### config.mk
export PLATFORM = sky130hd
export DESIGN_NAME = dfb_dma_sched
export DESIGN_NICKNAME = d
export VERILOG_FILES = /design/src/common/dfb_pkg.sv /design/src/common/dfb_fifo_if.sv /design/src/logic/dfb_dma_sched.sv /design/src/logic/dfb_fifo_mem.sv
export SDC_FILE = /design/constraint.sdc
export NUM_CORES = 1
export LEC_CHECK = 0
export BUFFER_PORTS_ARGS = -buffer_cell sky130_fd_sc_hd__buf_2
export CORE_UTILIZATION = 40
export DETAILED_ROUTE_END_ITERATION = 7
export PLACE_DENSITY = 0.65
export SYNTH_ARGS = -nofsm -noshare
export SYNTH_HDL_FRONTEND = slang
export SYNTH_SLANG_ARGS = --single-unit
### constraint.sdc
create_clock -name clk -period 4.99 [get_ports clk]
set_clock_uncertainty 0.15 [all_clocks]
set_input_delay 0.998 -clock clk [delete_from_list [all_inputs] [get_ports clk]]
set_output_delay 0.998 -clock clk [all_outputs]
set_load 0.1 [all_outputs]
### src/common/dfb_pkg.sv
package dfb_pkg;
    localparam int          FIFO_DEPTH     = 16;
    localparam int          PTR_W          = 4;
    localparam int          CNT_W          = 5;
    localparam logic [4:0]  OVERRUN_LEVEL  = 5'h0C;
    localparam logic [4:0]  FIRST_RX_BYTES = 5'h08;
    localparam logic [4:0]  FIFO_FULL      = 5'h10;
    localparam logic [4:0]  BYTE_MODE_ADD  = 5'h01;
    localparam logic [4:0]  WORD_MODE_ADD  = 5'h02;
    localparam logic [2:0]  HDR_BYTES      = 3'h4;
    localparam logic [2:0]  HDR_WORDS      = 3'h2;
    localparam logic [4:0]  THR_2          = 5'h02;
    localparam logic [4:0]  THR_4          = 5'h04;
    localparam logic [4:0]  THR_8          = 5'h08;
    localparam logic [4:0]  THR_12         = 5'h0C;
    localparam int          CLK_PERIOD_PS  = 10000;
    localparam int          FIRST_REQ_PS   = 7800000;
    localparam int          FIRST_REQ_CYC  =
        (FIRST_REQ_PS + CLK_PERIOD_PS - 1) / CLK_PERIOD_PS;
    localparam int          FIRST_CNT_W    = 10;

    typedef enum logic [2:0] {
        ST_IDLE       = 3'b000,
        ST_REQ_LOCAL  = 3'b001,
        ST_LOCAL      = 3'b010,
        ST_FLUSH      = 3'b011,
        ST_PREP       = 3'b100,
        ST_HEADER     = 3'b101,
        ST_REQ_REMOTE = 3'b110,
        ST_REMOTE     = 3'b111
    } dfb_state_type;
endpackage

### src/common/dfb_fifo_if.sv
`timescale 1ns/1ps
interface dfb_fifo_if #(
    parameter int AW = 4,
    parameter int DW = 8
);
    logic          wr_en;
    logic [AW-1:0] wr_addr;
    logic [DW-1:0] wr_data;
    logic [AW-1:0] rd_addr;
    logic [DW-1:0] rd_data;

    modport ctrl (
        output wr_en,
        output wr_addr,
        output wr_data,
        output rd_addr,
        input  rd_data
    );
    modport store (
        input  wr_en,
        input  wr_addr,
        input  wr_data,
        input  rd_addr,
        output rd_data
    );
endinterface

### src/logic/dfb_dma_sched.sv
// Behaviour
// RULE_01: Pending remote transfers yield to local DMA while a frame moves.
// RULE_02: After local work the remote transfer re-requests and resumes.
// RULE_03: FIFO need during a remote tenure keeps request and appends burst.
// RULE_04: Going from local to remote drops the request for a cycle.
// RULE_05: A 16-byte FIFO with programmable threshold buffers the data.
// RULE_06: Reaching the threshold starts a local burst to memory.
// RULE_07: The arbiter must grant fast enough to avoid under or overrun.
// RULE_08: Transmit enable stays active across a FIFO underrun.
// RULE_09: The 8-byte address field stays in the FIFO at frame start.
// RULE_10: First receive request comes 7.8 us after start of frame.
// RULE_11: First receive burst waits for 8 bytes whatever the threshold.
// RULE_12: Carrier loss drains the FIFO, then writes the status header.
// RULE_13: The request stays asserted through the whole end-of-frame work.
// RULE_14: A frame ending mid-burst finishes burst, flush and prep together.
// RULE_15: The 4-byte or 2-word header is last, then the request falls.
// RULE_16: Byte mode requests at n+1 bytes, word mode at n+2.
// RULE_17: The thirteenth byte written flags a FIFO overrun.
// RULE_18: Each local tenure moves exactly the burst length, then releases; the code runs an end-of-frame tenure on into flush and header.
// RULE_19: Remote transfers arbitrate once per byte or word.
`timescale 1ns/1ps
module dfb_dma_sched #(
    parameter int FIRST_CYC = dfb_pkg::FIRST_REQ_CYC
) (
    input  wire logic       clk,
    input  wire logic       rst_n,
    input  wire logic       word_mode,
    input  wire logic [1:0] thresh_sel,
    input  wire logic       start_of_frame,
    input  wire logic       carrier_sense,
    input  wire logic       rx_valid,
    input  wire logic [7:0] rx_data,
    input  wire logic       tx_active,
    input  wire logic       tx_take,
    input  wire logic       bus_grant,
    input  wire logic [7:0] mem_rdata,
    input  wire logic       remote_pending,
    output logic            bus_request_out,
    output logic            mem_write,
    output logic            mem_read,
    output logic            mem_header,
    output logic [7:0]      mem_wdata,
    output logic [7:0]      tx_data,
    output logic            line_transmit_enable,
    output logic            remote_step,
    output logic            fifo_overrun,
    output logic            fifo_underrun
);
    localparam int PW = dfb_pkg::PTR_W;
    localparam int CW = dfb_pkg::CNT_W;
    localparam int FW = dfb_pkg::FIRST_CNT_W;

    dfb_pkg::dfb_state_type state_reg, state_next;
    logic [CW-1:0] count_reg, count_next;
    logic [PW-1:0] wr_ptr_reg, wr_ptr_next, rd_ptr_reg, rd_ptr_next;
    logic [CW-1:0] beat_reg, beat_next;
    logic [2:0]    hdr_reg, hdr_next;
    logic [FW-1:0] first_cnt_reg, first_cnt_next;
    logic          rx_mode_reg, rx_mode_next;
    logic          first_reg, first_next;
    logic          eof_reg, eof_next;
    logic          carrier_d_reg;
    logic          req_reg, req_next;
    logic          wr_reg, wr_next, rd_reg, rd_next, hdr_w_reg, hdr_w_next;
    logic [7:0]    wdata_reg, wdata_next, txd_reg, txd_next;
    logic          txe_reg, rstep_reg, rstep_next;
    logic          ovr_reg, ovr_next, unr_reg, unr_next;
    logic          push, pop, pop_rx, pop_tx;
    logic [CW-1:0] thr, rx_lvl, lvl;
    logic          need_rx, need_tx, local_need, burst_last;
    logic [2:0]    hdr_last;

    dfb_fifo_if #(.AW(PW), .DW(8)) fif ();

    dfb_fifo_mem #(.AW(PW), .DW(8)) u_mem (
        .clk   (clk),
        .rst_n (rst_n),
        .port  (fif.store)
    );

    // Burst length and threshold from the programmed setting.
    always_comb begin
        case (thresh_sel)
            2'b00:   thr = dfb_pkg::THR_2;
            2'b01:   thr = dfb_pkg::THR_4;
            2'b10:   thr = dfb_pkg::THR_8;
            default: thr = dfb_pkg::THR_12;
        endcase
    end

    always_comb begin
        rx_lvl = thr + (word_mode ? dfb_pkg::WORD_MODE_ADD
                                  : dfb_pkg::BYTE_MODE_ADD); // [RULE_16]
        lvl = rx_lvl;
        if (first_reg && rx_lvl < dfb_pkg::FIRST_RX_BYTES) begin
            lvl = dfb_pkg::FIRST_RX_BYTES; // [RULE_09] [RULE_11]
        end
        need_rx = rx_mode_reg && !eof_reg && count_reg >= lvl
                  && (!first_reg || first_cnt_reg == '0); // [RULE_10]
        need_tx = !rx_mode_reg && tx_active
                  && (dfb_pkg::FIFO_FULL - count_reg) >= thr; // [RULE_06]
        local_need = need_rx || need_tx || eof_reg; // [RULE_06]
        burst_last = beat_reg == thr - 5'h01; // [RULE_18]
        hdr_last = (word_mode ? dfb_pkg::HDR_WORDS : dfb_pkg::HDR_BYTES)
                   - 3'h1;
    end

    // FIFO moves: network side and memory side.
    always_comb begin
        pop_rx = rx_mode_reg && count_reg != '0
                 && (state_reg == dfb_pkg::ST_LOCAL
                     || state_reg == dfb_pkg::ST_FLUSH);
        pop_tx = !rx_mode_reg && tx_take && count_reg != '0;
        pop = pop_rx || pop_tx;
        push = (rx_mode_reg && carrier_sense && rx_valid && !eof_reg
                && count_reg != dfb_pkg::FIFO_FULL)
               || (!rx_mode_reg && rd_reg); // [RULE_05]
        count_next = count_reg + CW'(push) - CW'(pop);
        wr_ptr_next = wr_ptr_reg + PW'(push);
        rd_ptr_next = rd_ptr_reg + PW'(pop);
    end

    assign fif.wr_en   = push;
    assign fif.wr_addr = wr_ptr_reg;
    assign fif.wr_data = rx_mode_reg ? rx_data : mem_rdata;
    assign fif.rd_addr = rd_ptr_next;

    always_comb begin
        state_next = state_reg;
        req_next = 1'b0;
        beat_next = beat_reg;
        hdr_next = hdr_reg;
        rd_next = 1'b0;
        hdr_w_next = 1'b0;
        rstep_next = 1'b0;
        rx_mode_next = rx_mode_reg;
        first_next = first_reg;
        first_cnt_next = first_cnt_reg;
        eof_next = eof_reg;
        wr_next = pop_rx;
        wdata_next = pop_rx ? fif.rd_data : wdata_reg;
        txd_next = pop_tx ? fif.rd_data : txd_reg;
        ovr_next = ovr_reg;
        unr_next = unr_reg;
        if (first_cnt_reg != '0) begin
            first_cnt_next = first_cnt_reg - FW'(1);
        end
        if (start_of_frame) begin
            rx_mode_next = 1'b1;
            first_next = 1'b1;
            first_cnt_next = FW'(FIRST_CYC); // [RULE_10]
            ovr_next = 1'b0;
        end
        if (rx_mode_reg && carrier_d_reg && !carrier_sense) begin
            eof_next = 1'b1; // [RULE_12]
        end
        if (push && rx_mode_reg && count_reg == dfb_pkg::OVERRUN_LEVEL) begin
            ovr_next = 1'b1; // [RULE_17]
        end
        if (!tx_active) begin
            unr_next = 1'b0;
        end
        if (!rx_mode_reg && tx_active && tx_take && count_reg == '0) begin
            unr_next = 1'b1;
        end
        case (state_reg)
            dfb_pkg::ST_IDLE: begin
                if (local_need) begin
                    state_next = dfb_pkg::ST_REQ_LOCAL; // [RULE_01]
                    req_next = 1'b1;
                end else if (remote_pending) begin
                    state_next = dfb_pkg::ST_REQ_REMOTE; // [RULE_02]
                    req_next = 1'b1;
                end
            end
            dfb_pkg::ST_REQ_LOCAL: begin
                req_next = 1'b1;
                beat_next = '0;
                if (bus_grant) begin
                    first_next = 1'b0;
                    state_next = (eof_reg && !need_rx) ? dfb_pkg::ST_FLUSH
                                                       : dfb_pkg::ST_LOCAL;
                    rd_next = !rx_mode_reg && !eof_reg;
                end
            end
            dfb_pkg::ST_LOCAL: begin
                req_next = 1'b1;
                beat_next = beat_reg + CW'(1);
                if (!bus_grant) begin
                    state_next = dfb_pkg::ST_IDLE;
                    req_next = 1'b0;
                end else if (burst_last) begin
                    if (eof_next) begin
                        state_next = dfb_pkg::ST_FLUSH; // [RULE_14]
                    end else begin
                        state_next = dfb_pkg::ST_IDLE; // [RULE_04] [RULE_18]
                        req_next = 1'b0;
                    end
                end else begin
                    rd_next = !rx_mode_reg;
                end
            end
            dfb_pkg::ST_FLUSH: begin
                req_next = 1'b1; // [RULE_13]
                hdr_next = '0;
                if (count_next == '0) begin
                    state_next = dfb_pkg::ST_PREP; // [RULE_12]
                end
            end
            dfb_pkg::ST_PREP: begin
                req_next = 1'b1; // [RULE_13]
                state_next = dfb_pkg::ST_HEADER;
            end
            dfb_pkg::ST_HEADER: begin
                wr_next = 1'b1;
                hdr_w_next = 1'b1;
                wdata_next = {6'h00, ovr_reg, 1'b1};
                hdr_next = hdr_reg + 3'h1;
                req_next = 1'b1;
                if (hdr_reg == hdr_last) begin
                    state_next = dfb_pkg::ST_IDLE; // [RULE_15]
                    req_next = 1'b0;
                    rx_mode_next = start_of_frame;
                    eof_next = 1'b0;
                end
            end
            dfb_pkg::ST_REQ_REMOTE: begin
                req_next = 1'b1;
                if (bus_grant) begin
                    state_next = dfb_pkg::ST_REMOTE;
                    rstep_next = 1'b1; // [RULE_19]
                end
            end
            dfb_pkg::ST_REMOTE: begin
                beat_next = '0;
                if (local_need) begin
                    state_next = dfb_pkg::ST_LOCAL; // [RULE_03]
                    req_next = 1'b1;
                    first_next = 1'b0;
                    rd_next = !rx_mode_reg && !eof_reg;
                end else begin
                    state_next = dfb_pkg::ST_IDLE; // [RULE_19]
                end
            end
            default: begin
                state_next = dfb_pkg::ST_IDLE;
            end
        endcase
    end

    always_ff @(posedge clk) begin
        if (!rst_n) begin
            state_reg <= dfb_pkg::ST_IDLE;
            count_reg <= '0;
            wr_ptr_reg <= '0;
            rd_ptr_reg <= '0;
            beat_reg <= '0;
            hdr_reg <= '0;
            first_cnt_reg <= '0;
            rx_mode_reg <= 1'b0;
            first_reg <= 1'b0;
            eof_reg <= 1'b0;
            carrier_d_reg <= 1'b0;
            req_reg <= 1'b0;
            wr_reg <= 1'b0;
            rd_reg <= 1'b0;
            hdr_w_reg <= 1'b0;
            wdata_reg <= 8'h00;
            txd_reg <= 8'h00;
            txe_reg <= 1'b0;
            rstep_reg <= 1'b0;
            ovr_reg <= 1'b0;
            unr_reg <= 1'b0;
        end else begin
            state_reg <= state_next;
            count_reg <= count_next;
            wr_ptr_reg <= wr_ptr_next;
            rd_ptr_reg <= rd_ptr_next;
            beat_reg <= beat_next;
            hdr_reg <= hdr_next;
            first_cnt_reg <= first_cnt_next;
            rx_mode_reg <= rx_mode_next;
            first_reg <= first_next;
            eof_reg <= eof_next;
            carrier_d_reg <= carrier_sense;
            req_reg <= req_next;
            wr_reg <= wr_next;
            rd_reg <= rd_next;
            hdr_w_reg <= hdr_w_next;
            wdata_reg <= wdata_next;
            txd_reg <= txd_next;
            txe_reg <= tx_active; // [RULE_08]
            rstep_reg <= rstep_next;
            ovr_reg <= ovr_next;
            unr_reg <= unr_next;
        end
    end

    assign bus_request_out      = req_reg;
    assign mem_write            = wr_reg;
    assign mem_read             = rd_reg;
    assign mem_header           = hdr_w_reg;
    assign mem_wdata            = wdata_reg;
    assign tx_data              = txd_reg;
    assign line_transmit_enable = txe_reg;
    assign remote_step          = rstep_reg;
    assign fifo_overrun         = ovr_reg;
    assign fifo_underrun        = unr_reg;
endmodule

### src/logic/dfb_fifo_mem.sv
`timescale 1ns/1ps
module dfb_fifo_mem #(
    parameter int AW = 4,
    parameter int DW = 8
) (
    input  wire logic clk,
    input  wire logic rst_n,
    dfb_fifo_if.store port
);
    logic [DW-1:0] mem_reg [2**AW];
    logic [DW-1:0] rd_data_reg;
    logic [DW-1:0] rd_data_next;

    // The read word is the entry at the read address, one cycle late; reset loads zero instead.
    always_comb begin
        rd_data_next = mem_reg[port.rd_addr];
    end

    always_ff @(posedge clk) begin
        if (port.wr_en) begin
            mem_reg[port.wr_addr] <= port.wr_data;
        end
        if (!rst_n) begin
            rd_data_reg <= '0;
        end else begin
            rd_data_reg <= rd_data_next;
        end
    end

    assign port.rd_data = rd_data_reg;
endmodule

[Yosys cells after proc, flatten, opt, wreduce, memory -nomap -nowiden]
Memory sizes are Yosys's and may differ from the RTL's. A register that Yosys moved wholly into a read port is not among the register bits.
Index checks and enable logic that the tools add are counted.
Storage, ports and cells
  bits in registers: 62
  latch bits: 0
  RAM bits: 128
  bits in read-only memories: 0
  bits of input ports: 28
  output and inout port bits: 24
  word-level logic and storage cells: 167
  memories kept: 1
Cells by class
  add/sub/neg operators: 11
  multiply operators: 0
  divide/modulo/power cells: 0
  magnitude comparators: 3
  equality and inequality tests: 20
  shift operators: 0
  muxes and demuxes: 55
  bitwise operators: 1
  reduce and logical (&&, ||, !) cells: 53
Memories
  u_mem.mem_reg: words 16, bits a word 8, read ports 1, clocked after memory_dff 1, wr ports 1, RTL line dfb_fifo_mem.sv:10  | logic [DW-1:0] mem_reg [2**AW];
Operators with widths (count)
  1-bit 2-to-1 mux: 30
  3-bit 2-to-1 mux: 9
  3-bit one-hot mux with 8 select lines: 1
  1-bit logical AND: 23
  10-bit 2-to-1 mux: 2
  3-bit == test, second input constant: 4
  4-bit one-hot mux with 3 select lines: 1
  5-bit greater-or-equal comparator: 2
  10-bit logical NOT: 1
  5-bit logical NOT: 2
  2-bit 2-to-1 mux: 5
  5-bit one-hot mux with 2 select lines: 1
  10-bit nonzero test: 1
  2-bit nonzero test: 5
  10-bit by 1-bit subtractor with 10-bit output, second input constant: 1
  4-bit by 1-bit adder with 4-bit output: 2
  8-bit 2-to-1 mux: 1
  3-bit by 2-bit == test with 1-bit output, second input constant: 2
  1-bit logical NOT: 6
  1-bit logical OR: 6
  2-bit inequality test, second input constant: 3
  3-bit inequality test, second input constant: 2
  3-bit one-hot mux with 2 select lines: 1
  6-bit AND reduction: 1
  other kinds (28): 31

[Logic depth before layout (Yosys ltp)]
Gate-level depths: netlist of the first run.
  depth in word-level cells: 14
  mapped depth: 19
  mapped depth without buffers: 18

[Cells and area by module]
A second synthesis of the first run with hierarchy kept.
Second synthesis, totals
  cell total of the unflattened synthesis: 651
  area, all modules: 8700.8 sq um
By module, submodules not included
  dfb_fifo_mem: instances 1, cells each 257, area each 5297.6 sq um, seq. area each 4003.8 sq um
  dfb_dma_sched: instances 1, cells each 394, area each 3403.3 sq um, seq. area each 1241.2 sq um

[Least setup slack after synthesis of the first run]
No wires, ideal clock.
  path type: register to register
  from: register count_reg[1]
  to: register state_reg[1]
  library setup time: 119 ps
  data arrival time: 3912 ps
  data required time: 4721 ps
  slack: 809 ps
  cell stages (with the launch flop): 20
  path buffers: 1
  period minus slack after synthesis: 4181 ps
  path through: dfxtp_1 inv_1 ha_1 and2_1 ha_1 nor3b_1 buf_1 nand2b_1 ha_1 inv_1 ha_1 inv_1 fa_1 o21bai_1 a21oi_1 xnor2_1 a31oi_1 or3_4 nand2b_1 o221a_1
Between the ends
  word-level cells in the longest chain between the ends: 8
  elaborated cells between the ends (all ways): 25
  classes of those cells: add/sub: 3; order compare: 2; eq/ne: 3; mux: 3; reduce/logical: 14
Ends and longest elaborated chain
  start: declaration: RTL line dfb_dma_sched.sv:54  | logic [CW-1:0] count_reg, count_next;
  start signal: assignment: RTL line dfb_dma_sched.sv:276  | count_reg <= count_next;
  5-bit inequality test / 5-bit nonzero test (equally long branches): RTL line dfb_dma_sched.sv:116, dfb_dma_sched.sv:110, dfb_dma_sched.sv:113
  1-bit logical AND, on equally long branches: RTL line dfb_dma_sched.sv:116, dfb_dma_sched.sv:110
  1-bit logical OR / 1-bit logical AND (equally long branches): RTL line dfb_dma_sched.sv:117, dfb_dma_sched.sv:111
  5-bit by 1-bit adder with 5-bit output / 1-bit logical OR (equally long branches): RTL line dfb_dma_sched.sv:118, dfb_dma_sched.sv:114
  5-bit by 1-bit subtractor with 5-bit output: RTL line dfb_dma_sched.sv:118  | count_next = count_reg + CW'(push) - CW'(pop);
  5-bit logical NOT: RTL line dfb_dma_sched.sv:206  | if (count_next == '0) begin
  2-bit by 1-bit inequality test with 1-bit output (no source line)
  6-bit AND reduction (no source line)
  end signal: assignment: RTL line dfb_dma_sched.sv:253  | state_reg <= dfb_pkg::ST_IDLE;
  end signal: assignment: RTL line dfb_dma_sched.sv:275  | state_reg <= state_next;
  end: declaration: RTL line dfb_dma_sched.sv:53  | dfb_pkg::dfb_state_type state_reg, state_next;
Several ways; a longest one is shown, not always the timed one.
A chain may end at the register's enable or synchronous reset.

[Worst setup path after layout of the first run]
Same ends and word-level chain as after synthesis.

==> results of run 1 <==
cells by family after synthesis:
group | Yosys count
AOI/OAI and AO/OA | 66
DFF | 198
buffers and inverters | 48
and+or+nand+nor | 180
muxes | 73
xor gates and xnor gates | 21
adders and majority gates | 29
metal layers:
metal  wire length, microns  vias up  GRT usage (%)
met5                      0        -              0
met3                    705       16          3.896
met4                    191        0          4.381
met1                   7655     2515          21.35
met2                   9024      125          29.84
li1                       -     2394              -
layout by cell type, fill, tap and decap left out, types with 8 or more instances in the layout:
cell and n:
buf_4 12, buf_2 51, nor2b_1 19, nand2b_1 8, xor2_1 8, mux4_2 32
and3_1 10, nor2_1 32, mux2i_1 32, a21oi_1 13, edfxtp_1 128, inv_1 23
clkbuf_16 17, ha_1 27, mux2_2 9, xnor2_1 12, and2_1 20, nand2_1 41
dfxtp_1 70, nor3_1 9, nand3_1 15, o21ai_0 15
path summary, 6_finish.rpt:
kind	start	end	slack, ns	depth (start not counted)
setup reg to reg	count_reg[1]$_SDFF_PN0_	state_reg[1]$_SDFFE_PN0P_	0.60	18
hold / removal	mem_wdata[1]$_SDFFE_PN0P_	mem_wdata[1]$_SDFFE_PN0P_	0.32	2
setup / recovery	count_reg[1]$_SDFF_PN0_	state_reg[1]$_SDFFE_PN0P_	0.60	18
hold reg to reg	mem_wdata[1]$_SDFFE_PN0P_	mem_wdata[1]$_SDFFE_PN0P_	0.32	2
per-stage QoR:
stage / power (W) / hold WS (ns) / setup slack [ns]
finish: 0.004870 / 0.3214 / 0.6010
global placement: 0.003428 / 0.3014 / 0.7493
floorplan: 0.003163 / 0.3101 / 0.8090
CTS: 0.004912 / 0.3270 / 0.5966
detailed placement: 0.003473 / 0.3090 / 0.5959
global route: 0.005130 / 0.3506 / 0.3042
worst reg2reg max path, stage by stage, from the launching register on:
cell and delay, ns:
dfxtp_1 0.42, inv_1 0.11, ha_1 0.22, and2_1 0.19, ha_1 0.18, nor4b_1 0.33
a22oi_1 0.25, ha_1 0.33, inv_1 0.06, ha_1 0.16, inv_1 0.06, fa_1 0.39
o21bai_1 0.15, a21oi_1 0.10, xnor2_1 0.20, a31oi_1 0.11, or3_4 0.41, nand2b_1 0.17
o221a_1 0.28
where the power goes:
part / leakage, nW / switching [W] / total, W / internal (W)
logic: 1.52 / 0.000814 / 0.00147 / 0.000659
registers: 1.72 / 0.000101 / 0.00195 / 0.00185
clock network: 0.302 / 0.000639 / 0.00145 / 0.000807
total: 3.55 / 0.00155 / 0.00487 / 0.00332
cell type report:
cell class	instances	area share (%)
repair buffers	63	3.540
clock buffers	18	4.399
clock inverters	14	1.937
well taps	275	3.527
multi-input cells	369	31.91
flip-flops and latches	198	53.76
inverters	24	0.9234
==> flow_summary.html, run 1 <==
<table>
<tr><th>Metric</th><th>Value</th></tr>
<tr><th colspan="2">Run status</th></tr>
<tr><td>Result of the run</td><td>complete, no violations</td></tr>
<tr><th colspan="2">Critical path</th></tr>
<tr><td>Max stage delay cell, worst path</td><td>dfxtp_1</td></tr>
<tr><td>Element type at the critical path start</td><td>flop</td></tr>
<tr><td>Maximum fanout count along the critical path</td><td>4</td></tr>
<tr><td>Critical path capture point type</td><td>flop</td></tr>
<tr><td>Critical setup path kind</td><td>reg -&gt; reg</td></tr>
<tr><td>Arrival time at the worst endpoint</td><td>4.54 ns</td></tr>
<tr><td>Worst path max stage delay</td><td>roughly 0.42 ns</td></tr>
<tr><td>Critical path's top delay family</td><td>adder cells</td></tr>
<tr><td>CP cell instances</td><td>inv_1 &gt; ha_1 &gt; and2_1 &gt; ha_1 &gt; nor4b_1 &gt; a22oi_1 &gt; ha_1 &gt; inv_1 &gt; ha_1 &gt; inv_1 &gt; fa_1 &gt; o21bai_1 &gt; a21oi_1 &gt; xnor2_1 &gt; a31oi_1 &gt; or3_4 &gt; nand2b_1 &gt; o221a_1</td></tr>
<tr><td>Req. time, crit path</td><td>approximately 5 ns</td></tr>
<tr><td>Crit path buf inv count</td><td>3</td></tr>
<tr><td>Most numerous cell on the critical path</td><td>ha_1</td></tr>
<tr><th colspan="2">Synthesis</th></tr>
<tr><td>Number of warnings reported in the yosys synthesis log</td><td>0</td></tr>
<tr><td>Synthesized-area fraction occupied by xor and xnor cells</td><td>2.147%</td></tr>
<tr><td>Adder-cell share of the synthesized area</td><td>under 10%</td></tr>
<tr><td>Seq/Total Area, Yosys</td><td>about three fifths</td></tr>
<tr><td>Top-count cell post-synth</td><td>edfxtp_1</td></tr>
<tr><td>Post-Syn Nets</td><td>672</td></tr>
<tr><td>Seq cells post-synth</td><td>a little under 200</td></tr>
<tr><td>Flip-flop cell with the highest count after synthesis</td><td>edfxtp_1</td></tr>
<tr><td>Yosys top cell area share</td><td>approximately 45%</td></tr>
<tr><td>Synth Area in Compound Gates</td><td>5.214%</td></tr>
<tr><td>Post-synthesis cell type count</td><td>64</td></tr>
<tr><td>Top area cells in the synthesized netlist</td><td>edfxtp_1 45%, dfxtp_1 16%, mux4_2 8.4%, ha_1 4.1%, mux2i_1 3.7%</td></tr>
<tr><td>Proportion of register bits with asynchronous set or reset after synthesis</td><td>0%</td></tr>
<tr><td>Instance count of the mapped netlist</td><td>roughly 620</td></tr>
<tr><td>Post-Synthesis Cell Area</td><td>between 8000 and 9000 sq um</td></tr>
<tr><td>Dominant combinational cell family by area after synthesis</td><td>multiplexers</td></tr>
<tr><td>Synth top cells by count</td><td>128 x edfxtp_1, 70 x dfxtp_1, 41 x nand2_1</td></tr>
<tr><td>Post-synth top area cell</td><td>edfxtp_1</td></tr>
<tr><td>Mean instance size in the synthesized netlist</td><td>13.93 sq um</td></tr>
<tr><td>Post-synth EDFFs</td><td>~130</td></tr>
<tr><td>Simple-Gate Fraction of Synth Area</td><td>between 10 and 15%</td></tr>
<tr><td>Mux contribution to synthesized area</td><td>between 10% and 20%</td></tr>
<tr><th colspan="2">STA</th></tr>
<tr><td>Slew of the pin with the lowest slew margin</td><td>about 0.95 ns</td></tr>
<tr><td>Aggregate negative setup slack</td><td>0 ns</td></tr>
<tr><td>Clock period minus final worst setup slack</td><td>4.389 ns</td></tr>
<tr><td>Max Clock Freq</td><td>0.2278 GHz</td></tr>
<tr><td>Worst rel slew slack</td><td>between 30% and 40%</td></tr>
<tr><td>Setup repair after global routing missed its margin</td><td>no</td></tr>
<tr><td>Count of pins over their slew limit</td><td>0</td></tr>
<tr><td>Hold violation total from the final report</td><td>0</td></tr>
<tr><td>Period Utilization, post-route</td><td>87.96%</td></tr>
<tr><td>Count of endpoints failing setup in the final report</td><td>0</td></tr>
<tr><th colspan="2">Clock tree</th></tr>
<tr><td>Buffer depth of the longest clock path</td><td>2</td></tr>
<tr><td>Number of levels the H-tree was split into</td><td>4</td></tr>
<tr><td>Clock latency reported for the late side of the worst-skew pair</td><td>about 0.43 ns</td></tr>
<tr><td>Clock Root Buffer</td><td>clkbuf_16</td></tr>
<tr><td>Post-CTS repair timing setup buffer count</td><td>0</td></tr>
<tr><td># resized after CTS</td><td>0</td></tr>
<tr><td>Total clock sinks</td><td>198</td></tr>
<tr><td>Cts bufs inserted</td><td>17</td></tr>
<tr><td>TritonCTS clock tree</td><td>built</td></tr>
<tr><td>Count of hold buffers inserted by post-cts repair</td><td>0</td></tr>
<tr><td>Clk pin slew, worst setup/hold paths</td><td>roughly 0.070 ns</td></tr>
<tr><th colspan="2">Final layout</th></tr>
<tr><td>Largest register FFs</td><td>roughly 130</td></tr>
<tr><td>P&amp;R area growth vs syn</td><td>13.87%</td></tr>
<tr><td>Area taken by flip-flops and latches</td><td>between 5000 and 6000 sq um</td></tr>
<tr><td>Non-Filler Instances</td><td>961</td></tr>
<tr><td>Share of layout cells above drive strength 1</td><td>between 20 and 25%</td></tr>
<tr><td>Post-route core utilization</td><td>a little under half</td></tr>
<tr><td>Multi-input logic area</td><td>slightly above 3000 sq um</td></tr>
<tr><td>Final antenna diode count</td><td>0</td></tr>
<tr><td>Final nets</td><td>730</td></tr>
<tr><td>Final design area excluding fillers</td><td>about 9800 sq um</td></tr>
<tr><td>Number of filler cells placed in the layout</td><td>~1800</td></tr>
<tr><th colspan="2">Flow run</th></tr>
<tr><td>Maximum capacitance violations</td><td>0</td></tr>
<tr><th colspan="2">Routing</th></tr>
<tr><td>Vias per cell</td><td>5.255</td></tr>
<tr><td>Detail-routed net length per standard cell</td><td>18.29 microns</td></tr>
<tr><td>DRT Wirelength</td><td>~18 mm</td></tr>
<tr><td>Detailed-routing iteration count for the pre-antenna-repair pass</td><td>6</td></tr>
<tr><td>Antenna viol nets, final</td><td>0</td></tr>
<tr><td>Number of vias after detailed routing</td><td>between 5000 and 6000</td></tr>
<tr><td>DRT iter0 DRCs</td><td>roughly 280</td></tr>
<tr><td>DRC violations left</td><td>0</td></tr>
<tr><th colspan="2">Floorplanning</th></tr>
<tr><td>Vert. Die Dim</td><td>about 150 microns</td></tr>
<tr><td>Die area</td><td>roughly 22000 sq um</td></tr>
<tr><td>Die outline width</td><td>roughly 150 microns</td></tr>
<tr><td>Floorplan Core Area</td><td>around 21000 sq um</td></tr>
<tr><td>Std cell rows</td><td>between 50 and 60</td></tr>
<tr><td>Count of pins on the block boundary</td><td>52</td></tr>
<tr><td>Effective utilization at floorplan</td><td>between 40% and 50%</td></tr>
<tr><th colspan="2">Place</th></tr>
<tr><td>RePlAce Congestion</td><td>a little under 0.9</td></tr>
<tr><td>Number of input and output port buffers inserted</td><td>a little over 50</td></tr>
<tr><td>HPWL reported at the end of detailed placement</td><td>about 12 mm</td></tr>
<tr><td>Count of placed standard cells including taps</td><td>just over 900</td></tr>
<tr><td>Instance area at placement</td><td>9138 sq um</td></tr>
<tr><th colspan="2">GRT</th></tr>
<tr><td>GRT Total Usage</td><td>17.10%</td></tr>
<tr><td>Initial antenna violation count</td><td>0</td></tr>
<tr><td>Global-route wire length before repair</td><td>between 20 and 30 mm</td></tr>
<tr><td>Via count of the first global-routing pass</td><td>5264</td></tr>
<tr><td>Maximum number of pins on one net before global-route repair</td><td>60</td></tr>
<tr><td>Overflow after GRT</td><td>0</td></tr>
<tr><th colspan="2">Pwr</th></tr>
<tr><td>Total power per unit cell area</td><td>499.2 nW/um^2</td></tr>
<tr><td>Maximum resistive drop on vdd</td><td>0.2171 mV</td></tr>
<tr><td>Leakage component of the power</td><td>3.549 nW</td></tr>
<tr><th colspan="2">Hold path</th></tr>
<tr><td>Class of the most critical hold timing path</td><td>reg -&gt; reg</td></tr>
</table>
No activity file was read; power rests on OpenSTA's default activity.
==> run 2, diff against run 1 <==
Settings changed: RECOVER_POWER set to 25.
==> run 2 against run 1 <==
Net effect:
- the flow now finishes with violations (max-capacitance violations, max-slew violations)
- sequential cell count unchanged
- core utilization about the same
- largest power group unchanged
- critical endpoint unchanged
- fmax decreased by 0.21%
- die area unchanged
- wire length increased by 0.18%
- global-route usage unchanged
- count of clock-buffer cells in the layout unchanged
==> flow_summary.html, run 2 (synthesized netlist as in run 1, its figures left out) <==
<table>
<tr><th>Metric</th><th>Value</th></tr>
<tr><th colspan="2">Clock tree</th></tr>
<tr><td>Number of levels the H-tree was split into</td><td>4 (unchanged)</td></tr>
<tr><td>Clock latency reported for the late side of the worst-skew pair</td><td>0.43 ns (about the same)</td></tr>
<tr><td>Count of hold buffers inserted by post-cts repair</td><td>0 (unchanged)</td></tr>
<tr><td>Buffer depth of the longest clock path</td><td>2 (unchanged)</td></tr>
<tr><td>Clk pin slew, worst setup/hold paths</td><td>0.07 ns (about the same)</td></tr>
<tr><td>Post-CTS repair timing setup buffer count</td><td>0 (unchanged)</td></tr>
<tr><td>Cts bufs inserted</td><td>17 (unchanged)</td></tr>
<tr><td>Clock Root Buffer</td><td>clkbuf_16</td></tr>
<tr><td># resized after CTS</td><td>0 (unchanged)</td></tr>
<tr><td>TritonCTS clock tree</td><td>built</td></tr>
<tr><td>Total clock sinks</td><td>198 (unchanged)</td></tr>
<tr><th colspan="2">Floorplanning</th></tr>
<tr><td>Effective utilization at floorplan</td><td>40.75% (unchanged)</td></tr>
<tr><td>Std cell rows</td><td>53 (unchanged)</td></tr>
<tr><td>Floorplan Core Area</td><td>21020 sq um (unchanged)</td></tr>
<tr><td>Die area</td><td>22010 sq um (unchanged)</td></tr>
<tr><td>Vert. Die Dim</td><td>148.3 microns (unchanged)</td></tr>
<tr><td>Die outline width</td><td>148.3 microns (unchanged)</td></tr>
<tr><td>Count of pins on the block boundary</td><td>52 (unchanged)</td></tr>
<tr><th colspan="2">Pwr</th></tr>
<tr><td>Total power per unit cell area</td><td>499.3 nW/um^2 (about the same)</td></tr>
<tr><td>Maximum resistive drop on vdd</td><td>0.2180 mV (+0.43%)</td></tr>
<tr><td>Fraction of power consumed by sequential logic</td><td>40.1% (about the same)</td></tr>
<tr><td>Leakage component of the power</td><td>3.540 nW (-0.26%)</td></tr>
<tr><td>Logic gate share of total power</td><td>30.2% (about the same)</td></tr>
<tr><td>Proportion of power drawn by the clock network</td><td>29.7% (about the same)</td></tr>
<tr><td>Pint</td><td>0.003315 W (about the same)</td></tr>
<tr><td>Switching power total</td><td>0.001554 W (about the same)</td></tr>
<tr><td>Switching Share</td><td>31.91% (about the same)</td></tr>
<tr><th colspan="2">Final layout</th></tr>
<tr><td>Multi-input logic area</td><td>3113 sq um (unchanged)</td></tr>
<tr><td>Final design area excluding fillers</td><td>9751 sq um (about the same)</td></tr>
<tr><td>Area taken by flip-flops and latches</td><td>5245 sq um (unchanged)</td></tr>
<tr><td>Final antenna diode count</td><td>0 (unchanged)</td></tr>
<tr><td>Largest register FFs</td><td>128 (unchanged)</td></tr>
<tr><td>Post-route core utilization</td><td>46.38% (about the same)</td></tr>
<tr><td>Final nets</td><td>730 (unchanged)</td></tr>
<tr><td>P&amp;R area growth vs syn</td><td>13.82% (about the same)</td></tr>
<tr><td>Top library cells by usage in the layout, fill and taps aside</td><td>128 x edfxtp_1, 70 x dfxtp_1, 50 x buf_2</td></tr>
<tr><td>Leading cell type in the layout, fill and taps excluded</td><td>edfxtp_1</td></tr>
<tr><td>Number of filler cells placed in the layout</td><td>1846 (+0.16%)</td></tr>
<tr><td>Share of layout cells above drive strength 1</td><td>20.12% (-1.3 points)</td></tr>
<tr><th colspan="2">GRT</th></tr>
<tr><td>Initial antenna violation count</td><td>0 (unchanged)</td></tr>
<tr><td>Global-route wire length before repair</td><td>28.33 mm (unchanged)</td></tr>
<tr><td>GRT Total Usage</td><td>17.10% (unchanged)</td></tr>
<tr><td>Via count of the first global-routing pass</td><td>5264 (unchanged)</td></tr>
<tr><td>Overflow after GRT</td><td>0 (unchanged)</td></tr>
<tr><td>Maximum number of pins on one net before global-route repair</td><td>60 (unchanged)</td></tr>
<tr><th colspan="2">STA</th></tr>
<tr><td>Fin Hold WS</td><td>0.3218 ns (+0.0003900 ns)</td></tr>
<tr><td>Count of endpoints failing setup in the final report</td><td>0 (unchanged)</td></tr>
<tr><td>Worst rel slew slack</td><td>-41.99% (-79 points)</td></tr>
<tr><td>Max Clock Freq</td><td>0.2274 GHz (-0.21%)</td></tr>
<tr><td>Aggregate negative setup slack</td><td>0 ns (unchanged)</td></tr>
<tr><td>Count of pins over their slew limit</td><td>60 (+60)</td></tr>
<tr><td>Setup repair after global routing missed its margin</td><td>no</td></tr>
<tr><td>Period Utilization, post-route</td><td>88.14% (+0.19 points)</td></tr>
<tr><td>Hold violation total from the final report</td><td>0 (unchanged)</td></tr>
<tr><td>Clock period minus final worst setup slack</td><td>4.398 ns (+0.009402 ns)</td></tr>
<tr><td>Slew of the pin with the lowest slew margin</td><td>2.130 ns (+1.183 ns)</td></tr>
<tr><th colspan="2">Routing</th></tr>
<tr><td>DRC violations left</td><td>0 (unchanged)</td></tr>
<tr><td>Vias per cell</td><td>5.239 (-0.30%)</td></tr>
<tr><td>Detailed-routing iteration count for the pre-antenna-repair pass</td><td>4 (-2)</td></tr>
<tr><td>DRT iter0 DRCs</td><td>269 (-2.2%)</td></tr>
<tr><td>Detail-routed net length per standard cell</td><td>18.32 microns (+0.18%)</td></tr>
<tr><td>DRT Wirelength</td><td>17.61 mm (+0.18%)</td></tr>
<tr><td>Number of vias after detailed routing</td><td>5035 (-0.30%)</td></tr>
<tr><td>Antenna viol nets, final</td><td>0 (unchanged)</td></tr>
<tr><th colspan="2">Critical path</th></tr>
<tr><td>Critical setup path kind</td><td>reg -&gt; reg</td></tr>
<tr><td>Arrival time at the worst endpoint</td><td>4.55 ns (about the same)</td></tr>
<tr><td>Most numerous cell on the critical path</td><td>ha_1</td></tr>
<tr><td>Maximum fanout count along the critical path</td><td>4 (unchanged)</td></tr>
<tr><td>Max stage delay cell, worst path</td><td>dfxtp_1</td></tr>
<tr><td>Critical path capture point type</td><td>flop</td></tr>
<tr><td>Depth of the worst register-to-register path</td><td>18 (unchanged)</td></tr>
<tr><td>CP cell instances</td><td>inv_1 &gt; ha_1 &gt; and2_1 &gt; ha_1 &gt; nor4b_1 &gt; a22oi_1 &gt; ha_1 &gt; inv_1 &gt; ha_1 &gt; inv_1 &gt; fa_1 &gt; o21bai_1 &gt; a21oi_1 &gt; xnor2_1 &gt; a31oi_1 &gt; or3_4 &gt; nand2b_1 &gt; o221a_1</td></tr>
<tr><td>Minimum setup slack among reg-to-reg paths</td><td>0.59 ns (about the same)</td></tr>
<tr><td>R2R Path Start</td><td>count_reg[1]$_SDFF_PN0_</td></tr>
<tr><td>Endpoint of the worst register-to-register path</td><td>state_reg[1]$_SDFFE_PN0P_</td></tr>
<tr><td>Element type at the critical path start</td><td>flop</td></tr>
<tr><td>Worst path max stage delay</td><td>0.42 ns (about the same)</td></tr>
<tr><td>Req. time, crit path</td><td>5.14 ns (about the same)</td></tr>
<tr><th colspan="2">Place</th></tr>
<tr><td>HPWL reported at the end of detailed placement</td><td>11.93 mm (unchanged)</td></tr>
<tr><td>RePlAce Congestion</td><td>0.8818 (unchanged)</td></tr>
<tr><td>Instance area at placement</td><td>9138 sq um (unchanged)</td></tr>
<tr><td>Number of input and output port buffers inserted</td><td>51 (unchanged)</td></tr>
<tr><th colspan="2">Hold path</th></tr>
<tr><td>Hold Path Cell Cnt</td><td>2 (unchanged)</td></tr>
<tr><td>Class of the most critical hold timing path</td><td>reg -&gt; reg</td></tr>
<tr><td>Worst min-delay path startpoint</td><td>mem_wdata[1]$_SDFFE_PN0P_</td></tr>
<tr><td>Hold endpoint</td><td>mem_wdata[1]$_SDFFE_PN0P_</td></tr>
<tr><th colspan="2">Flow run</th></tr>
<tr><td>Maximum capacitance violations</td><td>1 (+1)</td></tr>
<tr><th colspan="2">Run status</th></tr>
<tr><td>Violated checks</td><td>max-capacitance violations, max-slew violations</td></tr>
<tr><td>Result of the run</td><td>finished with violations</td></tr>
</table>
## run 2: cell types whose count changed in the layout (fill, tap and decap cells not counted), sizes merged
cell,previous run,this run
buf,63,61
clkbuf,18,20
## run 2: layout make-up
type                            instances  share of cell area [%]
Timing Repair Buffer                   63                   3.490
Inverter                               24                  0.9239
Sequential cell                       198                   53.79
Multi-Input combinational cell        369                   31.93
Tap cell                              275                   3.529
Clock inverter                         14                   1.938
Clock buffer                           18                   4.401
## run 2: power by group through the flow
stage                     Combinational, W  Clock (W)  Sequential, W
after detailed placement           0.00148          0        0.00199
after CTS                          0.00149    0.00147        0.00195
after global routing               0.00163    0.00154        0.00197
after floorplan                    0.00106          0        0.00210
after global placement             0.00144          0        0.00198
final                              0.00147    0.00145        0.00195
## run 2: worst max-delay path by stage
stage	depth (start not counted)	start	end	slack (ns)
detailed placement	18	count_reg[1]$_SDFF_PN0_	state_reg[1]$_SDFFE_PN0P_	0.60
finish	18	count_reg[1]$_SDFF_PN0_	state_reg[1]$_SDFFE_PN0P_	0.59
floorplan	19	count_reg[1]$_SDFF_PN0_	state_reg[1]$_SDFFE_PN0P_	0.81
global placement	18	count_reg[1]$_SDFF_PN0_	state_reg[1]$_SDFFE_PN0P_	0.75
CTS	18	count_reg[1]$_SDFF_PN0_	state_reg[1]$_SDFFE_PN0P_	0.60
global route	18	count_reg[1]$_SDFF_PN0_	state_reg[1]$_SDFFE_PN0P_	0.29
## run 2: worst max-delay path: cells and delay by family (launching register included)
kind                     cells  cell delay [ns]
adder cells (fa/ha/maj)      5             1.28
AND/OR/NAND/NOR              4             1.10
AO/OA/AOI/OAI                5             0.89
flip-flops                   1             0.42
buffers and inverters        3             0.23
XOR/XNOR                     1             0.21
## run 2: per-layer routing
| layer | vias up | global-route usage, % | share of wire, % |
|---|---|---|---|
| li1 | 2392 | - | - |
| met1 | 2498 | 21.35 | 43 |
| met2 | 130 | 29.84 | 52 |
| met3 | 15 | 3.896 | 4.4 |
| met4 | 0 | 4.381 | 1.1 |
| met5 | - | 0 | 0 |
## run 2: per-stage QoR
step	total power, W	setup WS (ns)	instances
2_1_floorplan	0.003163	0.8090	615
3_3_place_gp	0.003428	0.7493	929
3_5_place_dp	0.003473	0.5959	929
4_1_cts	0.004912	0.5966	961
5_1_grt	0.005129	0.2948	961
6_report	0.004868	0.5916	961
==> run 3, diff against run 2 <==
Settings changed: PLACE_DENSITY 0.65 to 0.58, SLEW_MARGIN set to 40.
==> run 3 against run 2 <==
Net effect:
- final cell count stayed put
- die area stayed put
- highest routed layer unchanged
- largest power group unchanged
- the flow still finishes with violations (max-capacitance violations, max-slew violations)
- register-to-register slack better by 0.05 ns
- non-clock buffer count stayed put
- sequential power hardly changed
- clock power is 3% lower
- critical path depth stayed put
- setup slack better by 0.053 ns
==> flow_summary.html, run 3 (synthesized netlist as in run 1, its figures left out) <==
<table>
<tr><th>Metric</th><th>Value</th></tr>
<tr><th colspan="2">Run status</th></tr>
<tr><td>Result of the run</td><td>finished with violations</td></tr>
<tr><td>Violated checks</td><td>max-capacitance violations, max-slew violations</td></tr>
<tr><th colspan="2">Clock tree</th></tr>
<tr><td>Total clock sinks</td><td>198 (unchanged)</td></tr>
<tr><td>Count of hold buffers inserted by post-cts repair</td><td>0 (unchanged)</td></tr>
<tr><td>TritonCTS clock tree</td><td>built</td></tr>
<tr><td>Post-CTS repair timing setup buffer count</td><td>0 (unchanged)</td></tr>
<tr><td>Buffer depth of the longest clock path</td><td>2 (unchanged)</td></tr>
<tr><td>Clk pin slew, worst setup/hold paths</td><td>0.08 ns (about the same)</td></tr>
<tr><td>Clock latency reported for the late side of the worst-skew pair</td><td>0.44 ns (about the same)</td></tr>
<tr><td>Number of levels the H-tree was split into</td><td>4 (unchanged)</td></tr>
<tr><td>Cts bufs inserted</td><td>17 (unchanged)</td></tr>
<tr><td>Clock Root Buffer</td><td>clkbuf_16</td></tr>
<tr><td># resized after CTS</td><td>0 (unchanged)</td></tr>
<tr><th colspan="2">STA</th></tr>
<tr><td>Fin Hold WS</td><td>0.3419 ns (+0.02005 ns)</td></tr>
<tr><td>Hold violation total from the final report</td><td>0 (unchanged)</td></tr>
<tr><td>Period Utilization, post-route</td><td>87.08% (-1.1 points)</td></tr>
<tr><td>Clock period minus final worst setup slack</td><td>4.345 ns (-0.05325 ns)</td></tr>
<tr><td>Max Clock Freq</td><td>0.2301 GHz (+1.2%)</td></tr>
<tr><td>Count of pins over their slew limit</td><td>60 (unchanged)</td></tr>
<tr><td>Worst rel slew slack</td><td>-42.89% (-0.90 points)</td></tr>
<tr><td>Aggregate negative setup slack</td><td>0 ns (unchanged)</td></tr>
<tr><td>Count of endpoints failing setup in the final report</td><td>0 (unchanged)</td></tr>
<tr><td>Setup repair after global routing missed its margin</td><td>no</td></tr>
<tr><td>Slew of the pin with the lowest slew margin</td><td>2.143 ns (+0.01350 ns)</td></tr>
<tr><th colspan="2">Routing</th></tr>
<tr><td>DRC violations left</td><td>0 (unchanged)</td></tr>
<tr><td>Vias per cell</td><td>5.178 (-1.2%)</td></tr>
<tr><td>Number of vias after detailed routing</td><td>4976 (-1.2%)</td></tr>
<tr><td>Detail-routed net length per standard cell</td><td>18.52 microns (+1.1%)</td></tr>
<tr><td>Antenna viol nets, final</td><td>0 (unchanged)</td></tr>
<tr><td>DRT iter0 DRCs</td><td>272 (+1.1%)</td></tr>
<tr><td>DRT Wirelength</td><td>17.80 mm (+1.1%)</td></tr>
<tr><td>Detailed-routing iteration count for the pre-antenna-repair pass</td><td>4 (unchanged)</td></tr>
<tr><th colspan="2">Pwr</th></tr>
<tr><td>Maximum resistive drop on vdd</td><td>0.4039 mV (+85%)</td></tr>
<tr><td>Switching Share</td><td>33.66% (+1.7 points)</td></tr>
<tr><td>Pwr Total</td><td>0.004852 W (-0.33%)</td></tr>
<tr><td>Pint</td><td>0.003219 W (-2.9%)</td></tr>
<tr><td>Fraction of power consumed by sequential logic</td><td>40.1% (about the same)</td></tr>
<tr><td>Switching power total</td><td>0.001633 W (+5.1%)</td></tr>
<tr><td>Proportion of power drawn by the clock network</td><td>28.8% (-0.9 points)</td></tr>
<tr><td>Leakage component of the power</td><td>3.542 nW (about the same)</td></tr>
<tr><td>Total power per unit cell area</td><td>496.2 nW/um^2 (-0.61%)</td></tr>
<tr><td>Logic gate share of total power</td><td>31.2% (+1.0 points)</td></tr>
<tr><th colspan="2">Hold path</th></tr>
<tr><td>Worst min-delay path startpoint</td><td>mem_wdata[1]$_SDFFE_PN0P_</td></tr>
<tr><td>Hold endpoint</td><td>mem_wdata[1]$_SDFFE_PN0P_</td></tr>
<tr><td>Class of the most critical hold timing path</td><td>reg -&gt; reg</td></tr>
<tr><td>Hold Path Cell Cnt</td><td>2 (unchanged)</td></tr>
<tr><th colspan="2">Final layout</th></tr>
<tr><td>Non-Filler Instances</td><td>961 (unchanged)</td></tr>
<tr><td>Final antenna diode count</td><td>0 (unchanged)</td></tr>
<tr><td>Final design area excluding fillers</td><td>9778 sq um (+0.28%)</td></tr>
<tr><td>Top library cells by usage in the layout, fill and taps aside</td><td>128 x edfxtp_1, 70 x dfxtp_1, 50 x buf_2</td></tr>
<tr><td>Final nets</td><td>730 (unchanged)</td></tr>
<tr><td>Leading cell type in the layout, fill and taps excluded</td><td>edfxtp_1</td></tr>
<tr><td>Share of layout cells above drive strength 1</td><td>22.01% (+1.9 points)</td></tr>
<tr><td>Largest register FFs</td><td>128 (unchanged)</td></tr>
<tr><td>P&amp;R area growth vs syn</td><td>14.14%</td></tr>
<tr><th colspan="2">GRT</th></tr>
<tr><td>Maximum number of pins on one net before global-route repair</td><td>60 (unchanged)</td></tr>
<tr><td>GRT Total Usage</td><td>17.25% (+0.15 points)</td></tr>
<tr><td>Via count of the first global-routing pass</td><td>5091 (-3.3%)</td></tr>
<tr><td>Initial antenna violation count</td><td>0 (unchanged)</td></tr>
<tr><td>Global-route wire length before repair</td><td>28.06 mm (-0.97%)</td></tr>
<tr><td>Overflow after GRT</td><td>0 (unchanged)</td></tr>
<tr><th colspan="2">Critical path</th></tr>
<tr><td>Req. time, crit path</td><td>5.16 ns (+0.02 ns)</td></tr>
<tr><td>Critical setup path kind</td><td>reg -&gt; reg</td></tr>
<tr><td>Minimum setup slack among reg-to-reg paths</td><td>0.64 ns (+0.05 ns)</td></tr>
<tr><td>Element type at the critical path start</td><td>flop</td></tr>
<tr><td>Depth of the worst register-to-register path</td><td>18 (unchanged)</td></tr>
<tr><td>R2R Path Start</td><td>count_reg[1]$_SDFF_PN0_</td></tr>
<tr><td>Maximum fanout count along the critical path</td><td>4 (unchanged)</td></tr>
<tr><td>Endpoint of the worst register-to-register path</td><td>state_reg[1]$_SDFFE_PN0P_</td></tr>
<tr><td>Arrival time at the worst endpoint</td><td>4.52 ns (-0.03 ns)</td></tr>
<tr><td>Critical path capture point type</td><td>flop</td></tr>
<tr><th colspan="2">Floorplanning</th></tr>
<tr><td>Floorplan Core Area</td><td>21020 sq um (unchanged)</td></tr>
<tr><td>Std cell rows</td><td>53 (unchanged)</td></tr>
<tr><td>Die area</td><td>22010 sq um (unchanged)</td></tr>
<tr><td>Vert. Die Dim</td><td>148.3 microns (unchanged)</td></tr>
<tr><td>Effective utilization at floorplan</td><td>40.75% (unchanged)</td></tr>
<tr><td>Count of pins on the block boundary</td><td>52 (unchanged)</td></tr>
<tr><td>Die outline width</td><td>148.3 microns (unchanged)</td></tr>
<tr><th colspan="2">Place</th></tr>
<tr><td>Count of placed standard cells including taps</td><td>929 (unchanged)</td></tr>
<tr><td>HPWL reported at the end of detailed placement</td><td>12.13 mm (+1.6%)</td></tr>
<tr><td>Number of input and output port buffers inserted</td><td>51 (unchanged)</td></tr>
<tr><td>Instance area at placement</td><td>9175 sq um (+0.41%)</td></tr>
<tr><td>RePlAce Congestion</td><td>0.8763 (-0.62%)</td></tr>
<tr><th colspan="2">Flow run</th></tr>
<tr><td>Maximum capacitance violations</td><td>1 (unchanged)</td></tr>
</table>
[run 3: changes by cell type in the layout (fill, tap and decap cells not counted), moves of 2 or more]
| cell | delta |
|---|---|
| bufinv_16 | -3 |
| clkinv_1 | -2 |
| inv_6 | -3 |
| clkbuf_1 | -2 |
| and2_0 | -3 |
| inv_8 | +4 |
| and2_1 | +3 |
| nor2_2 | +11 |
| nor2_1 | -11 |
| inv_12 | +3 |
[run 3: worst max path at each step]
| stage | from | slack (ns) | cells after the start | end |
|---|---|---|---|---|
| finish | count_reg[1]$_SDFF_PN0_ | 0.64 | 18 | state_reg[1]$_SDFFE_PN0P_ |
| global route | count_reg[1]$_SDFF_PN0_ | 0.25 | 18 | state_reg[1]$_SDFFE_PN0P_ |
| detailed placement | count_reg[1]$_SDFF_PN0_ | 0.61 | 18 | state_reg[1]$_SDFFE_PN0P_ |
| CTS | count_reg[1]$_SDFF_PN0_ | 0.61 | 18 | state_reg[1]$_SDFFE_PN0P_ |
| global placement | count_reg[1]$_SDFF_PN0_ | 0.73 | 18 | state_reg[1]$_SDFFE_PN0P_ |
| floorplan | count_reg[1]$_SDFF_PN0_ | 0.81 | 19 | state_reg[1]$_SDFFE_PN0P_ |
[run 3: through the flow]
| step | setup WS, ns | utilization [%] |
|---|---|---|
| 4_1_cts | 0.6140 | 46.54 |
| 5_1_grt | 0.2453 | 46.52 |
| 3_5_place_dp | 0.6087 | 43.65 |
| 3_3_place_gp | 0.7329 | 43.53 |
| 2_1_floorplan | 0.8090 | - |
| 6_report | 0.6449 | 46.52 |
[run 3: cell type report]
class                      count  area (sq um)
clock inverter                15         182.7
timing repair buffer          63         356.6
sequential                   198          5245
fill                        1873         11240
inverter                      24         90.09
multi-input combinational    369          3134
clock buffer                  17         425.4
tap                          275         344.1
[run 3: power groups by stage]
stage	clock (W)	combinational [W]	sequential (W)
after floorplan	0	0.00106	0.00210
after global placement	0	0.00153	0.00198
after detailed placement	0	0.00154	0.00198
after CTS	0.00143	0.00155	0.00195
after global routing	0.00149	0.00166	0.00196
final	0.00140	0.00151	0.00195
[run 3: worst max-delay path: stages (launching register included)]
cell and delay (ns):
dfxtp_1 0.42, inv_1 0.11, ha_1 0.23, and2_1 0.18, ha_1 0.18, nor4b_1 0.34, a22oi_1 0.23, ha_1 0.32
inv_1 0.06, ha_1 0.16, inv_1 0.06, fa_1 0.41, o21bai_1 0.15, a21oi_1 0.09, xnor2_1 0.20, a31oi_1 0.12
or3_4 0.41, nand2b_1 0.17, o221a_1 0.26
[run 3: per-layer routing]
layer	track usage (%)	wire, microns	vias to the layer above
met4	5.464	289	0
met2	30.47	9288	85
met1	21.23	7619	2469
met3	3.282	598	19
met5	0	0	-
li1	-	-	2403
